[src/rtl/tcio_defs.vh]
// What this block does
// - Top field bit: 0 compare, 1 capture
// - Hold codes keep pin; low after reset
// - Low bits 01: drive low on match
// - Low bits 10: drive high on match
// - Low bits 11: toggle pin on match
// - 1000 rising edge, 1001 falling edge capture
// - 101X captures on both pin edges
// - B field 11XX: capture on channel 0 C event
// - A field 11XX: capture on channel 0 A event
// - Buffer mode on: ignore channel 0 C events
`ifndef TCIO_DEFS_VH
`define TCIO_DEFS_VH

// Register word indices on the plain port
`define TCIO_ADDR_W 4
`define TCIO_DATA_W 16
`define TCIO_OFF_CTRL 4'h0
`define TCIO_OFF_GRA 4'h1
`define TCIO_OFF_GRB 4'h2
`define TCIO_OFF_PINS 4'h3
`define TCIO_OFF_FLAGS 4'h4

// Control register layout and reset value
`define TCIO_CTRL_W 8
`define TCIO_CTRL_RST 8'h00
`define TCIO_B_HI 7
`define TCIO_B_LO 4
`define TCIO_A_HI 3
`define TCIO_A_LO 0

// Bits inside one 4-bit selection field
`define TCIO_SEL_CAPT 3
`define TCIO_SEL_LVL 2
`define TCIO_ACT_HOLD 2'h0
`define TCIO_ACT_LOW 2'h1
`define TCIO_ACT_HIGH 2'h2
`define TCIO_ACT_TOG 2'h3

// Event flag bit positions
`define TCIO_FLG_A_MATCH 0
`define TCIO_FLG_A_CAPT 1
`define TCIO_FLG_B_MATCH 2
`define TCIO_FLG_B_CAPT 3
`define TCIO_FLG_W 4

// General register reset value
`define TCIO_GR_RST 16'hFFFF

`endif

[src/rtl/tcio_pin.v]
`include "tcio_defs.vh"

// Pin side of one general register: output action and capture trigger
module tcio_pin (
  // Clock and reset
  input wire sys_clk,
  input wire rstn,
  // Selection field and its load strobe
  input wire [3:0] sel,
  input wire sel_load,
  // Compare match and cascaded trigger
  input wire match,
  input wire cascade_evt,
  // Two-way pin
  input wire pin_in,
  output reg pin_out,
  output reg pin_oe,
  // Capture trigger pulse
  output reg trig
);

  // Previous pin sample for edge detection
  reg pin_q;
  // Edge terms
  wire rise;
  wire fall;

  assign rise = pin_in & ~pin_q;
  assign fall = ~pin_in & pin_q;

  // Pin sample history; inputs are already synchronous
  always @(posedge sys_clk or negedge rstn)
  begin
    if (!rstn)
      pin_q <= 1'b0;
    else
      pin_q <= pin_in;
  end

  // Capture trigger select, only in capture mode
  always @*
  begin
    trig = 1'b0;
    if (sel[`TCIO_SEL_CAPT])
    begin
      // Capture mode
      casez (sel[2:0])
        3'b000: trig = rise;
        3'b001: trig = fall;
        3'b01?: trig = rise | fall;
        3'b1??: trig = cascade_evt;
        default: trig = 1'b0;
      endcase
    end
  end

  // Output driver; reset drives low so the pin reads low until configured
  always @(posedge sys_clk or negedge rstn)
  begin
    if (!rstn)
    begin
      pin_out <= 1'b0;
      pin_oe <= 1'b1;
    end
    else
    begin
      // Drive only while the register acts for compare
      pin_oe <= ~sel[`TCIO_SEL_CAPT];
      if (sel_load && !sel[`TCIO_SEL_CAPT] && sel[1:0] != `TCIO_ACT_HOLD)
      begin
        // A fresh code wins over a match in the same cycle
        pin_out <= sel[`TCIO_SEL_LVL];
      end
      else if (match && !sel[`TCIO_SEL_CAPT])
      begin
        // Compare match action
        case (sel[1:0])
          `TCIO_ACT_HOLD: pin_out <= pin_out;
          `TCIO_ACT_LOW: pin_out <= 1'b0;
          `TCIO_ACT_HIGH: pin_out <= 1'b1;
          `TCIO_ACT_TOG: pin_out <= ~pin_out;
          default: pin_out <= pin_out;
        endcase
      end
    end
  end

endmodule

[src/rtl/tcio_top.v]
`include "tcio_defs.vh"

// Channel 1 pin and general register function control
module tcio_top (
  // Clock and reset
  input wire sys_clk,
  input wire rstn,
  // Register port
  input wire [`TCIO_ADDR_W-1:0] reg_addr,
  input wire [`TCIO_DATA_W-1:0] reg_wdata,
  input wire reg_wr,
  input wire reg_rd,
  output reg [`TCIO_DATA_W-1:0] reg_rdata,
  // Counter from the timer core
  input wire [15:0] count_value,
  input wire count_tick,
  // Channel 0 cascade inputs
  input wire ch0_reg_a_evt,
  input wire ch0_reg_c_evt,
  input wire buffer_a_mode_bit,
  // Pin A
  input wire ch1_pin_a_in,
  output wire ch1_pin_a_out,
  output wire ch1_pin_a_oe,
  // Pin B
  input wire ch1_pin_b_in,
  output wire ch1_pin_b_out,
  output wire ch1_pin_b_oe,
  // Event pulses towards the timer core
  output reg a_match_evt,
  output reg a_capture_evt,
  output reg b_match_evt,
  output reg b_capture_evt
);

  // Control register holding both selection fields
  reg [`TCIO_CTRL_W-1:0] ch1_pin_function_control;
  // General registers
  reg [15:0] ch1_general_reg_a;
  reg [15:0] ch1_general_reg_b;
  // Sticky event flags, write one to clear
  reg [`TCIO_FLG_W-1:0] ev_flags;
  reg [`TCIO_FLG_W-1:0] next_ev_flags;

  // Field views
  wire [3:0] a_sel;
  wire [3:0] b_sel;
  // Control write strobe
  wire ctrl_wr;
  // Write strobe delayed one edge, so the pin units see the new field
  reg ctrl_load;
  // Compare match terms
  wire a_match;
  wire b_match;
  // Capture triggers from the pin units
  wire a_trig;
  wire b_trig;
  // Cascade source for B after gating
  wire b_cascade;
  // Read mux result
  reg [`TCIO_DATA_W-1:0] next_rdata;

  // Field split of the control register
  assign b_sel = ch1_pin_function_control[`TCIO_B_HI:`TCIO_B_LO];
  assign a_sel = ch1_pin_function_control[`TCIO_A_HI:`TCIO_A_LO];

  assign ctrl_wr = reg_wr && (reg_addr == `TCIO_OFF_CTRL);

  // True when a field selects input capture
  function is_capture;
    input [3:0] sel;
    begin
      is_capture = sel[`TCIO_SEL_CAPT];
    end
  endfunction

  // Compare match while the register acts for compare
  function compare_hit;
    input tick;
    input [3:0] sel;
    input [15:0] cnt;
    input [15:0] gr;
    begin
      compare_hit = tick && !is_capture(sel) && (cnt == gr);
    end
  endfunction

  // Compare matches only on counter steps, so a static equal counter
  // does not fire every cycle
  assign a_match = compare_hit(count_tick, a_sel, count_value, ch1_general_reg_a);
  assign b_match = compare_hit(count_tick, b_sel, count_value, ch1_general_reg_b);

  // Register C of channel 0 is a buffer in buffer mode and raises no events
  assign b_cascade = ch0_reg_c_evt & ~buffer_a_mode_bit;

  // Pin unit for general register A
  tcio_pin u_pin_a (
    .sys_clk(sys_clk),
    .rstn(rstn),
    .sel(a_sel),
    .sel_load(ctrl_load),
    .match(a_match),
    .cascade_evt(ch0_reg_a_evt),
    .pin_in(ch1_pin_a_in),
    .pin_out(ch1_pin_a_out),
    .pin_oe(ch1_pin_a_oe),
    .trig(a_trig)
  );

  // Pin unit for general register B
  tcio_pin u_pin_b (
    .sys_clk(sys_clk),
    .rstn(rstn),
    .sel(b_sel),
    .sel_load(ctrl_load),
    .match(b_match),
    .cascade_evt(b_cascade),
    .pin_in(ch1_pin_b_in),
    .pin_out(ch1_pin_b_out),
    .pin_oe(ch1_pin_b_oe),
    .trig(b_trig)
  );

  // Control register; the pin units see the new field right after the write edge,
  // in the same cycle as the load strobe, which ctrl_load delays by one edge
  always @(posedge sys_clk or negedge rstn)
  begin
    if (!rstn)
      ch1_pin_function_control <= `TCIO_CTRL_RST;
    else if (ctrl_wr)
      ch1_pin_function_control <= reg_wdata[`TCIO_CTRL_W-1:0];
  end

  // Load strobe for the pin units; the field is registered at the write
  // edge, so the initial level must be applied one edge later
  always @(posedge sys_clk or negedge rstn)
  begin
    if (!rstn)
      ctrl_load <= 1'b0;
    else
      ctrl_load <= ctrl_wr;
  end

  // General register A: capture beats a software write in the same cycle
  always @(posedge sys_clk or negedge rstn)
  begin
    if (!rstn)
      ch1_general_reg_a <= `TCIO_GR_RST;
    else if (a_trig)
    begin
      // Counter snapshot
      ch1_general_reg_a <= count_value;
    end
    else if (reg_wr && reg_addr == `TCIO_OFF_GRA)
    begin
      // Software compare value
      ch1_general_reg_a <= reg_wdata;
    end
  end

  // General register B, same priority as A
  always @(posedge sys_clk or negedge rstn)
  begin
    if (!rstn)
      ch1_general_reg_b <= `TCIO_GR_RST;
    else if (b_trig)
    begin
      // Counter snapshot
      ch1_general_reg_b <= count_value;
    end
    else if (reg_wr && reg_addr == `TCIO_OFF_GRB)
    begin
      // Software compare value
      ch1_general_reg_b <= reg_wdata;
    end
  end

  // Flag update: clear by writing one, a new event in that cycle wins
  always @*
  begin
    next_ev_flags = ev_flags;
    if (reg_wr && reg_addr == `TCIO_OFF_FLAGS)
    begin
      // Clear selected flags
      next_ev_flags = ev_flags & ~reg_wdata[`TCIO_FLG_W-1:0];
    end
    // Hardware sets last so they override the clear
    if (a_match)
      next_ev_flags[`TCIO_FLG_A_MATCH] = 1'b1;
    if (a_trig)
      next_ev_flags[`TCIO_FLG_A_CAPT] = 1'b1;
    if (b_match)
      next_ev_flags[`TCIO_FLG_B_MATCH] = 1'b1;
    if (b_trig)
      next_ev_flags[`TCIO_FLG_B_CAPT] = 1'b1;
  end

  // Flag storage
  always @(posedge sys_clk or negedge rstn)
  begin
    if (!rstn)
      ev_flags <= {`TCIO_FLG_W{1'b0}};
    else
      ev_flags <= next_ev_flags;
  end

  // Event pulses, one cycle after the cause
  always @(posedge sys_clk or negedge rstn)
  begin
    if (!rstn)
    begin
      a_match_evt <= 1'b0;
      a_capture_evt <= 1'b0;
      b_match_evt <= 1'b0;
      b_capture_evt <= 1'b0;
    end
    else
    begin
      a_match_evt <= a_match;
      a_capture_evt <= a_trig;
      b_match_evt <= b_match;
      b_capture_evt <= b_trig;
    end
  end

  // Read mux; unmapped words read as zero
  always @*
  begin
    next_rdata = {`TCIO_DATA_W{1'b0}};
    case (reg_addr)
      `TCIO_OFF_CTRL:
        next_rdata = {8'h00, ch1_pin_function_control};
      `TCIO_OFF_GRA:
        next_rdata = ch1_general_reg_a;
      `TCIO_OFF_GRB:
        next_rdata = ch1_general_reg_b;
      `TCIO_OFF_PINS:
        next_rdata = {10'h000, ch1_pin_b_oe, ch1_pin_b_out, ch1_pin_b_in,
                      ch1_pin_a_oe, ch1_pin_a_out, ch1_pin_a_in};
      `TCIO_OFF_FLAGS:
        next_rdata = {12'h000, ev_flags};
      default:
        next_rdata = {`TCIO_DATA_W{1'b0}};
    endcase
  end

  // Read data stands only in the cycle after the strobe
  always @(posedge sys_clk or negedge rstn)
  begin
    if (!rstn)
      reg_rdata <= {`TCIO_DATA_W{1'b0}};
    else if (reg_rd)
      reg_rdata <= next_rdata;
    else
      reg_rdata <= {`TCIO_DATA_W{1'b0}};
  end

endmodule

[config.mk]
export PLATFORM = sky130hd
export DESIGN_NAME = tcio_top
export DESIGN_NICKNAME = d
export VERILOG_FILES = /design/src/rtl/tcio_pin.v /design/src/rtl/tcio_top.v
export VERILOG_INCLUDE_DIRS = /design/src /design/src/rtl
export SDC_FILE = /design/constraint.sdc
export NUM_CORES = 1
export LEC_CHECK = 0
export BUFFER_PORTS_ARGS = -buffer_cell sky130_fd_sc_hd__buf_2
export CAP_MARGIN = 15
export CORE_MARGIN = 4
export CORE_UTILIZATION = 50
export CTS_CLUSTER_SIZE = 14
export DETAILED_ROUTE_END_ITERATION = 6
export PLACE_DENSITY_LB_ADDON = 0.12
export SYNTH_ARGS = -nofsm -noshare
export SYNTH_HDL_FRONTEND = slang
export SYNTH_SLANG_ARGS = --single-unit
[constraint.sdc]
create_clock -name sys_clk -period 1.59 [get_ports sys_clk]
set_input_delay 0.0795 -clock sys_clk [delete_from_list [all_inputs] [get_ports sys_clk]]
set_output_delay 0.0795 -clock sys_clk [all_outputs]
set_load 0.005 [all_outputs]
==> results of run 1 <==
[timing repair]
action,in CTS,in global routing
hold buffers,17,0
endpoints found under the setup margin,21,40
endpoints found under the hold margin,55,0
setup buffers,2,1
pin swaps,6,7
resized for setup,6,36
[area by class of cell]
class,count,area (µm²),share of cell area (%)
clock inverter,6,61.3,1.26
timing repair buffer,118,810,16.6
sequential,71,1820,37.3
inverter,10,37.5,0.769
multi-input combinational,253,1900,39.0
tap,99,124,2.54
clock buffer,10,128,2.61
[layer usage]
layer	global-route usage, %	part of all wire, %
met3	3.61	6.0
met1	31.0	43
met5	0	0
met2	38.0	49
met4	8.66	1.9
[logic make-up (layout without fill, tap and decap cells)]
family          after synthesis  in the layout
xor+xnor                     32             32
simple gates                104            104
compound gates               62             62
buf+inv                      23            144
flops                        71             71
fa+ha+maj                     4              4
mux                          51             51
[report_power, final]
part | leakage [nW] | switching (mW) | total (mW) | internal, mW
logic | 1.45 | 1.11 | 2.29 | 1.19
registers | 0.836 | 0.489 | 3.10 | 2.61
clock network | 0.0960 | 0.704 | 1.42 | 0.720
[flip-flops by register name, indices dropped and copies added, names as in the netlist, 4 cells and up]
name and flops:
ch1_general_reg_b 16, ch1_general_reg_a 16, ev_flags 4, reg_rdata 16
ch1_pin_function_control 8
[layout by cell type (no fill, tap or decap), drive strengths merged, types with 2 or more instances in the layout]
cell type / n
mux4: 2
nand2: 31
clkinv: 4
nand3: 4
a21o: 2
and2: 3
a21oi: 19
inv: 10
buf: 101
xnor2: 20
mux2: 13
xor2: 12
nor2b: 3
dfstp: 34
nor3: 2
ha: 4
dlygate4sd3: 17
a22oi: 9
clkbuf: 10
nor4: 2
o211ai: 2
and3: 4
a22o: 4
dfrtp: 37
nand4: 8
o21ai: 19
nor2: 38
mux2i: 36
a222oi: 4
nor4b: 3
[synth_stat cells, types with 2 or more instances]
master    count
nand4_1       8
o21ai_1       2
dfrtp_1      37
nand3_1       4
nor2_1       37
a22o_1        4
nand2_1      29
nor4b_2       2
buf_2         6
nor2b_1       3
dfstp_2      34
nor3_1        2
a21oi_1      19
a222oi_1      4
nor4_1        2
a22oi_1       9
o211ai_1      2
clkbuf_1      5
o21ai_0      17
and2_1        3
a21o_1        2
mux2i_1      36
inv_1        10
ha_1          4
buf_4         2
xnor2_1      20
mux4_2        2
mux2_2       13
and3_1        4
xor2_1       12
[through the flow]
step	hold WS [ns]	setup TNS (ns)	util (%)
2_1_floorplan	-0.216	-0.0759	-
3_3_place_gp	0.136	-0.140	60.8
3_5_place_dp	0.136	-0.354	60.8
4_1_cts	0.00417	-0.294	66.3
5_1_grt	0.00920	-1.30	67.7
6_report	-0.0106	-0.205	67.7
[final timing paths]
check,slack (ns),from,endpoint
worst max register to register,-0.18,ch1_general_reg_a[11],u_pin_a.pin_out
max in group asynchronous,0.96,rstn,ch1_general_reg_a[7]
worst max-delay path,-0.18,ch1_general_reg_a[11],u_pin_a.pin_out
worst min register to register,0.49,ev_flags[1],ev_flags[1]
min in group asynchronous,0.29,rstn,reg_rdata[3]
worst min-delay path,-0.01,count_value[2],ch1_general_reg_a[2]
[critical path: stages (launching register included)]
cell     delay [ns]
dfstp_2        0.56
xor2_2         0.08
or4_4          0.55
nor3b_4        0.19
o221a_1        0.21
nand3_1        0.07
==> summary.md, run 1 <==
| Metric | Value |
|---|---|
| Final setup vio count | 3 |
| Synth unique cells | 43 |
| DPL Wire Length | 6880 µm |
| Mapped Area | 3710 µm² |
| Endpoints failing hold | 1 |
| DRC | 0 |
| Mapped Avg Cell Area | 10.7 µm² |
| Fraction of the mapped netlist area in compound gates | 10.5% |
| Post-DR vias/cell | 5.43 |
| Wire per inst | 17.4 µm |
| Die height | 94.1 µm |
| Min-Delay Path Depth | 3 |
| Global-route usage over all layers | 23.2% |
| Hold Path Class | in -> reg |
| Top cells by area, synth | dfrtp_1 (25%), dfstp_2 (24%), mux2i_1 (9.7%) |
| Share of cells above drive strength 1 | 42.1% |
| Final Max Tran Viols | 0 |
| Asr flop ratio synth | 100% |
| Critical path data required time | 1.82 ns |
| Starting Density | 51.4% |
| Place WS | -0.143 ns |
| YS warnings | 0 |
| Hold Slack | -0.0106 ns |
| GRT overflow | 0 |
| GPL Wtd Cong | 0.846 |
| Mux contribution to synthesized area | 14.9% |
| Critical path class | reg -> reg |
| Final WL | 9890 µm |
| Largest net degree at the start of global routing | 72 |
| Slew @ Worst Pin | 0.949 ns |
| N_diodes | 0 |
| RSZ-0062 raised after global routing | true |
| PwrDens | 1400 nW/µm² |
| Yosys top cell by area | dfrtp_1 |
| Die width | 94.1 µm |
| Largest family of logic cells by synthesized area | multiplexers |
| CP Launch Type | flip-flop |
| Clock transition at the registers of the reported paths | 0.08 ns |
| Design Power | 6.82 mW |
| Antenna-violating nets left | 0 |
| CTS buffer count | 9 |
| Root Driver | clkbuf_8 |
| Via count of the first global-routing pass | 3040 |
| Initial antenna violation count | 0 |
| Clock insertion delay at the later pin of the skew report | 0.34 ns |
| Maximum VDD drop | 0.865 mV |
| Simple-Gate Fraction of Synth Area | 13.9% |
| Fin crit share | 112% |
| Syn Nets | 397 |
| Vias post-DR | 3076 |
| Crit path time final | 1.77 ns |
| CP max FO | 2 |
| Worst Reg-to-Reg Cells | 5 |
| Leakage | 2.39 nW |
| Cell Count, Final, Fillers Out | 567 |
| Area delta synth->final | 31.6% |
| CTS tree | yes |
| Share of the synthesized area in the top cell type | 25.0% |
| FF+latch count, synth | 71 |
| Post-Synth XOR/XNOR Area | 7.56% |
| Fin area | 4880 µm² |
| Synth Instances | 347 |
| Critical Path End Type | flip-flop |
| Core area | 7210 µm² |
| Die area | 8860 µm² |
| Router iterations before antenna repair | 4 |
| Layout net count | 513 |
| CP arrival | 2.01 ns |
| Initial DRC Count | 150 |
| MaxCap Viol Count | 0 |
| First-pass GRT wire length | 15600 µm |
| Synthesized-area fraction occupied by adder cells | 1.35% |
| Slew headroom | 36.3% |
| Filler cell count | 633 |
| Worst setup margin | -0.184 ns |
| Failing checks | hold timing, setup timing |
| H-tree levels | 3 |
| Num ports | 70 |
| Skew final | 0.00765 ns |
| Status | finished with violations |
| Floorplan row count | 31 |
| Sequential fraction of the synthesis area | 49.1% |
| Buffers on Ports | 69 |
| F_max | 564 MHz |
| Clock buffer depth | 2 |
| Main synth FF type | dfrtp_1 |
| Placed cell count | 531 |
| Number of flops mapped to enable cells by yosys | 0 |
| Placed cell areas | 4390 µm² |
| Clock Sinks | 71 |
(Power assumes the default switching activity.)
==> run 2, diff against run 1 <==
SYNTH_HIERARCHICAL = 1   (was default)
==> run 2 against run 1 <==
The flow finishes with violations (setup timing). Synthesized cell count down 1.4%. Clock power is essentially flat. Setup slack worse by 0.091 ns. Area after synthesis is 2.8% higher. Critical path type unchanged. Largest cell class unchanged. Highest routed layer unchanged.
==> summary.md, run 2 <==
| Metric | Value |
|---|---|
| Largest net degree at the start of global routing | 58 (-19%) |
| YS warnings | 6 (+6) |
| Flop2flop setup slack | -0.28 ns (-0.09 ns) |
| Skew final | 0.0117 ns (+0.00401 ns) |
| Yosys top cell by area | dfrtp_1 |
| DPL Wire Length | 7630 µm (+11%) |
| Leading cell type in the layout, fill and taps excluded | buf_2 |
| Leading cell types by count after synthesis | nand2_1 (45), dfrtp_1 (37), dfstp_2 (34), mux2i_1 (34), xor2_1 (24) |
| Post-Synth XOR/XNOR Area | 7.35% (-0.21 points) |
| F_max | 536 MHz (-4.9%) |
| Failing checks | setup timing |
| Critical path depth in cells | 7 (+2) |
| Crit path max-delay family | simple AND/OR/NAND/NOR gates |
| Share of the synthesized area in the top cell type | 24.3% (-0.69 points) |
| Crit path largest cell delay | 0.54 ns (-0.02 ns) |
| Vias post-DR | 3254 (+5.8%) |
| Critical path class | reg -> reg |
| Most common cell in the netlist | nand2_1 |
| Cell Int Power | 5.09 mW (+13%) |
| Num ports | 70 (unchanged) |
| Wire per inst | 18.8 µm (+7.6%) |
| Clock Sinks | 71 (unchanged) |
| Asr flop ratio synth | 100% (unchanged) |
| Post-DR vias/cell | 5.49 (+1.1%) |
| Antenna-violating nets left | 0 (unchanged) |
| Worst Reg-to-Reg Cells | 7 (+2) |
| Leakage | 2.45 nW (+2.8%) |
| Die width | 95.3 µm (+1.3%) |
| DRC | 0 (unchanged) |
| Worst R2R End | u_pin_b/pin_out |
| Register area | 1820 µm² (unchanged) |
| Slew headroom | 52.1% (+16 points) |
| GRT overflow | 0 (unchanged) |
| N_diodes | 0 (unchanged) |
| Simple-Gate Fraction of Synth Area | 12.3% (-1.6 points) |
| Clock buffer depth | 2 (unchanged) |
| Synth unique cells | 43 (unchanged) |
| Clock transition at the registers of the reported paths | 0.08 ns (about the same) |
| Global-route usage over all layers | 25.2% (+2.0 points) |
| Synthesized-area fraction occupied by adder cells | 1.31% (-0.037 points) |
| RSZ-0062 raised after global routing | true |
| Switch share | 34.1% (+0.35 points) |
| Sequential fraction of the synthesis area | 47.7% (-1.4 points) |
| Syn Nets | 392 (-1.3%) |
| Gate power share | 42.4% (+8.8 points) |
| Endpoints failing hold | 0 (-1) |
| Synth Instances | 342 (-1.4%) |
| Largest registers | ch1_general_reg_a (16), ch1_general_reg_b (16), reg_rdata (16) |
| MaxCap Viol Count | 0 (unchanged) |
| Core area | 7330 µm² (+1.6%) |
| GPL Wtd Cong | 0.835 (-1.3%) |
| Mapped Area | 3810 µm² (+2.8%) |
| Initial DRC Count | 204 (+36%) |
| Mux contribution to synthesized area | 14.9% (+0.049 points) |
| Switching Power | 2.63 mW (+14%) |
| Final WL | 11100 µm (+13%) |
| Starting Density | 52.0% (+0.62 points) |
| Share of cells above drive strength 1 | 55.7% (+14 points) |
| Floorplan row count | 31 (unchanged) |
| Largest family of logic cells by synthesized area | multiplexers |
| Layout net count | 539 (+5.1%) |
| Die area | 9090 µm² (+2.6%) |
| Design Power | 7.72 mW (+13%) |
| Area delta synth->final | 41.3% |
| Buffers on Ports | 69 (unchanged) |
| Final setup vio count | 34 (+31) |
| Buf+Inv Stages, Crit Path | 0 (unchanged) |
| CP max stage cell | dfstp_2 |
| Main synth FF type | dfrtp_1 |
| Number of flops mapped to enable cells by yosys | 0 (unchanged) |
| Mapped Avg Cell Area | 11.2 µm² (+4.3%) |
| Slew @ Worst Pin | 0.718 ns (-0.231 ns) |
| Root Driver | clkbuf_8 |
| Cell Count, Final, Fillers Out | 593 (+4.6%) |
| Place WS | -0.287 ns (-0.144 ns) |
| Clk pwr share | 18.7% (-2.2 points) |
| PwrDens | 1430 nW/µm² (+2.5%) |
| Fin crit share | 117% (+5.7 points) |
| Crit path to | u_pin_b/pin_out |
| Seq pwr share | 38.9% (-6.6 points) |
| Worst setup margin | -0.275 ns (-0.0911 ns) |
| Clock insertion delay at the later pin of the skew report | 0.35 ns (about the same) |
| Final Max Tran Viols | 0 (unchanged) |
| Die height | 95.3 µm (+1.3%) |
| Area occupied by multi-input gates | 2100 µm² (+10%) |
| CP arrival | 2.10 ns (+0.09 ns) |
| CTS buffer count | 9 (unchanged) |
| Placed cell count | 564 (+6.2%) |
| Initial antenna violation count | 0 (unchanged) |
| Worst-path cell chain | xor2_1 > nor4_2 > nand2_1 > nor3_2 > o21ai_1 > a21oi_1 > o211ai_1 |
| Crit path time final | 1.87 ns (+0.0911 ns) |
| Router iterations before antenna repair | 4 (unchanged) |
| Critical Path End Type | flip-flop |
| Status | finished with violations |
| H-tree levels | 3 (unchanged) |
| Fraction of the mapped netlist area in compound gates | 13.1% (+2.6 points) |
| Hold Path Class | in -> reg |
| Critical path data required time | 1.82 ns (about the same) |
| CP max FO | 2 (unchanged) |
| Via count of the first global-routing pass | 3280 (+7.9%) |
| FF+latch count, synth | 71 (unchanged) |
| CTS tree | yes |
| Most frequent cells in the layout | buf_2 (69), buf_4 (63), dfrtp_1 (37) |
| First-pass GRT wire length | 16900 µm (+8.3%) |
| Top cells by area, synth | dfrtp_1 (24%), dfstp_2 (23%), mux2i_1 (8.9%) |
| Filler cell count | 518 (-18%) |
| Maximum VDD drop | 0.784 mV (-9.3%) |
| CP Launch Point | ch1_general_reg_b[15] |
| RR Startpoint | ch1_general_reg_b[15] |
| CP Launch Type | flip-flop |
[run 2: cell types whose count changed after synthesis, sizes merged, moves of 3 or more]
cell,delta
nand2,+14
nor4,+4
nand3,+3
xor2,+12
o21ai,+18
xnor2,-12
and2,-3
buf,+3
nand4,-6
nor2,-18
a21oi,-9
[run 2: how the worst min path moves through the flow]
stage / endpoint / startpoint / cells after the start
2_1_floorplan: a_capture_evt / rstn / 0
3_3_place_gp: ctrl_load / rstn / 1
3_5_place_dp: ctrl_load / rstn / 1
4_1_cts: ch1_pin_function_control[6] / reg_wdata[6] / 2
5_1_grt: ch1_pin_function_control[6] / reg_wdata[6] / 2
6_report: ch1_pin_function_control[6] / reg_wdata[6] / 2
[run 2: routing by layer]
| layer | global-route usage (%) | share of wire [%] |
|---|---|---|
| met1 | 33.0 | 43 |
| met2 | 40.5 | 49 |
| met3 | 4.58 | 5.2 |
| met4 | 11.4 | 2.1 |
| met5 | 0 | 0 |
[run 2: final cells by class]
type,count,area share [%]
clock inverter,4,0.836
sequential,71,33.8
timing repair buffer,151,21.0
clock buffer,12,2.69
inverter,8,0.557
tap,99,2.30
multi-input combinational,248,38.9
[run 2: timing repair]
action	4_1_cts	5_1_grt
pin swaps	4	23
endpoints found under the setup margin	37	41
setup buffers	4	3
hold buffers	3	0
hold endpoints to repair	16	0
resized for setup	16	31
cloned	3	1
[run 2: logic make-up (layout without fill, tap and decap cells)]
logic type | after synthesis | count (layout)
muxes | 50 | 50
AOI/OAI and AO/OA | 71 | 71
buffers and inverters | 23 | 175
and+or+nand+nor | 91 | 91
xor gates and xnor gates | 32 | 32
DFF | 71 | 71
adders and majority gates | 4 | 4
[run 2: worst register-to-register path, cell delays in order (launching register included)]
cell,delay (ns)
dfstp_2,0.54
xor2_1,0.07
nor4_2,0.37
nand2_1,0.16
nor3_2,0.27
o21ai_1,0.10
a21oi_1,0.16
o211ai_1,0.10
[run 2: power by group through the flow]
stage	combinational [mW]	sequential, mW	clock (mW)
finish	3.27	3.00	1.45
global route	3.50	3.08	1.53
CTS	3.02	2.98	1.47
detailed placement	2.79	3.00	0
global placement	2.74	2.98	0
floorplan	1.52	3.02	0
[run 2: through the flow]
stage	instance area [µm²]	hold WS (ns)	TNS [ns]	utilization, %
after floorplan	3940	-0.216	-1.36	-
after global placement	4840	0.0191	-4.89	66.1
after detailed placement	4840	0.0240	-5.95	66.1
after CTS	5210	0.00123	-5.49	71.1
after global routing	5390	0.0125	-9.65	73.5
final	5390	0.0108	-6.61	73.5
==> run 3, diff against run 2 <==
--- a/constraint.sdc
+++ b/constraint.sdc
@@ -3,2 +3,2 @@
 set_output_delay 0.0795 -clock sys_clk [all_outputs]
-set_load 0.005 [all_outputs]
+set_load 0.1 [all_outputs]
==> run 3 against run 2 <==
The flow still finishes with violations (setup timing). Final area grew 6.8%. Largest cell class unchanged. Clock skew grew 0.0011 ns. Critical path type unchanged. Setup slack lost 0.036 ns. Die area is the same. Highest routed layer unchanged. Total power grew 17%.
==> summary.md, run 3 (synthesis results as in run 2) <==
| Metric | Value |
|---|---|
| CP arrival | 2.12 ns (+0.02 ns) |
| F_max | 526 MHz (-1.9%) |
| Fin crit share | 120% (+2.3 points) |
| Crit path to | u_pin_b/pin_out |
| Most frequent cells in the layout | buf_2 (69), buf_4 (52), dfrtp_1 (35) |
| Placed cell areas | 4810 µm² (-0.72%) |
| Flop2flop setup slack | -0.31 ns (-0.04 ns) |
| First-pass GRT wire length | 17900 µm (+5.9%) |
| DPL Wire Length | 7560 µm (-0.95%) |
| Initial antenna violation count | 0 (unchanged) |
| Switching Power | 3.46 mW (+32%) |
| CTS tree | yes |
| Die area | 9090 µm² (unchanged) |
| Setup TNS | -7.80 ns (-1.19 ns) |
| Gate power share | 47.5% (+5.1 points) |
| Final WL | 12400 µm (+12%) |
| PwrDens | 1570 nW/µm² (+9.4%) |
| H-tree levels | 3 (unchanged) |
| Endpoints failing hold | 0 (unchanged) |
| Filler cell count | 422 (-19%) |
| DRC | 0 (unchanged) |
| Via count of the first global-routing pass | 3368 (+2.7%) |
| Num ports | 70 (unchanged) |
| Antenna-violating nets left | 0 (unchanged) |
| Slew headroom | 61.0% (+8.8 points) |
| Crit path time final | 1.90 ns (+0.0362 ns) |
| Vias post-DR | 3429 (+5.4%) |
| RSZ-0062 raised after global routing | true |
| Critical Path End Type | flip-flop |
| Buffers on Ports | 69 (unchanged) |
| Critical path data required time | 1.80 ns (-0.02 ns) |
| Post-DR vias/cell | 5.82 (+6.1%) |
| Clock buffer depth | 2 (unchanged) |
| Clk pwr share | 18.2% (-0.5 points) |
| Root Driver | clkbuf_8 |
| CP Launch Type | flip-flop |
| Hold Path Origin | reg_wdata[4] |
| Starting Density | 52.0% (unchanged) |
| Cell Int Power | 5.55 mW (+9.1%) |
| Hold Path Class | in -> reg |
| Switch share | 38.4% (+4.3 points) |
| Leakage | 2.58 nW (+5.3%) |
| Share of cells above drive strength 1 | 63.1% (+7.4 points) |
| Seq pwr share | 34.3% (-4.6 points) |
| Fin area | 5750 µm² (+6.8%) |
| Critical path class | reg -> reg |
| Global-route usage over all layers | 26.6% (+1.4 points) |
| Final setup vio count | 36 (+5.9%) |
| CP max FO | 2 (unchanged) |
| Largest net degree at the start of global routing | 72 (+24%) |
| Place WS | -0.221 ns (+0.0661 ns) |
| Clock transition at the registers of the reported paths | 0.08 ns (about the same) |
| Area delta synth->final | 50.9% |
| CP Launch Point | ch1_general_reg_b[3] |
| Failing checks | setup timing |
| Maximum VDD drop | 0.838 mV (+6.9%) |
| Largest registers | ch1_general_reg_a (16), ch1_general_reg_b (16), reg_rdata (16) |
| GPL Wtd Cong | 0.820 (-1.8%) |
| Slew @ Worst Pin | 0.585 ns (-0.132 ns) |
| Floorplan row count | 31 (unchanged) |
| Core area | 7330 µm² (unchanged) |
| Leading cell type in the layout, fill and taps excluded | buf_2 |
| Layout net count | 535 (-0.74%) |
| Final Max Tran Viols | 0 (unchanged) |
| Die height | 95.3 µm (unchanged) |
| Hold Slack | 0.00549 ns (-0.00531 ns) |
| Router iterations before antenna repair | 5 (+1) |
| MaxCap Viol Count | 0 (unchanged) |
| Clock insertion delay at the later pin of the skew report | 0.36 ns (about the same) |
| N_diodes | 0 (unchanged) |
| GRT overflow | 0 (unchanged) |
| Die width | 95.3 µm (unchanged) |
| Initial DRC Count | 229 (+12%) |
| Status | finished with violations |
| CTS buffer count | 9 (unchanged) |
| Worst setup margin | -0.312 ns (-0.0362 ns) |
| Clock Sinks | 71 (unchanged) |
| Worst Reg-to-Reg Cells | 7 (unchanged) |
| RR Startpoint | ch1_general_reg_b[3] |
| Skew final | 0.0128 ns (+0.00113 ns) |
| Wire per inst | 21.1 µm (+12%) |
| Worst R2R End | u_pin_b/pin_out |
-- run 3: per-stage QoR --
| step | util (%) | instances | power [mW] |
|---|---|---|---|
| after floorplan | - | 342 | 4.95 |
| after global placement | 65.6 | 554 | 6.11 |
| after detailed placement | 65.6 | 554 | 6.18 |
| after CTS | 73.2 | 584 | 8.22 |
| after global routing | 78.5 | 589 | 9.39 |
| final | 78.5 | 589 | 9.02 |
-- run 3: worst max-delay path: stages, from the launching register on --
cell      delay, ns
dfstp_2        0.55
xor2_1         0.08
nor4_2         0.34
nand4b_1       0.21
nor3_2         0.22
o21ai_1        0.09
a21oi_1        0.16
o211ai_1       0.11
-- run 3: cell type report --
class / count / area (µm²) / share of cell area [%]
multi-input cells: 248 / 2320 / 40.2
flip-flops and latches: 71 / 1820 / 31.7
repair buffers: 147 / 1240 / 21.5
clock buffers: 11 / 141 / 2.46
well taps: 99 / 124 / 2.15
clock inverters: 5 / 81.3 / 1.41
inverters: 8 / 30.0 / 0.522
-- run 3: worst min-delay path by stage --
stage | end | cells past startpoint
floorplan | a_capture_evt | 0
global placement | ch1_pin_function_control[0] | 2
detailed placement | ch1_pin_function_control[0] | 2
CTS | ch1_pin_function_control[4] | 2
global route | ch1_pin_function_control[2] | 2
finish | ch1_pin_function_control[4] | 2
-- run 3: power by group through the flow --
| stage | logic (mW) | registers [mW] | clock network, mW |
|---|---|---|---|
| after global routing | 4.50 | 3.16 | 1.74 |
| after detailed placement | 3.15 | 3.03 | 0 |
| after floorplan | 1.52 | 3.43 | 0 |
| final | 4.28 | 3.09 | 1.64 |
| after global placement | 3.10 | 3.01 | 0 |
| after CTS | 3.55 | 3.02 | 1.64 |
-- run 3: metal layers --
metal	routed length, µm	vias to the layer above	GRT usage [%]
met3	946	47	5.52
met1	4800	1695	34.2
li1	-	1509	-
met4	476	0	11.1
met5	0	-	0
met2	6190	178	43.7
-- run 3: timing repair --
item	CTS	global route
endpoints found under the setup margin	33	41
setup buffers	7	6
pin swaps	19	33
gates cloned	6	4
gates resized for setup	28	75
hold buffers	3	0
hold endpoints to repair	39	0
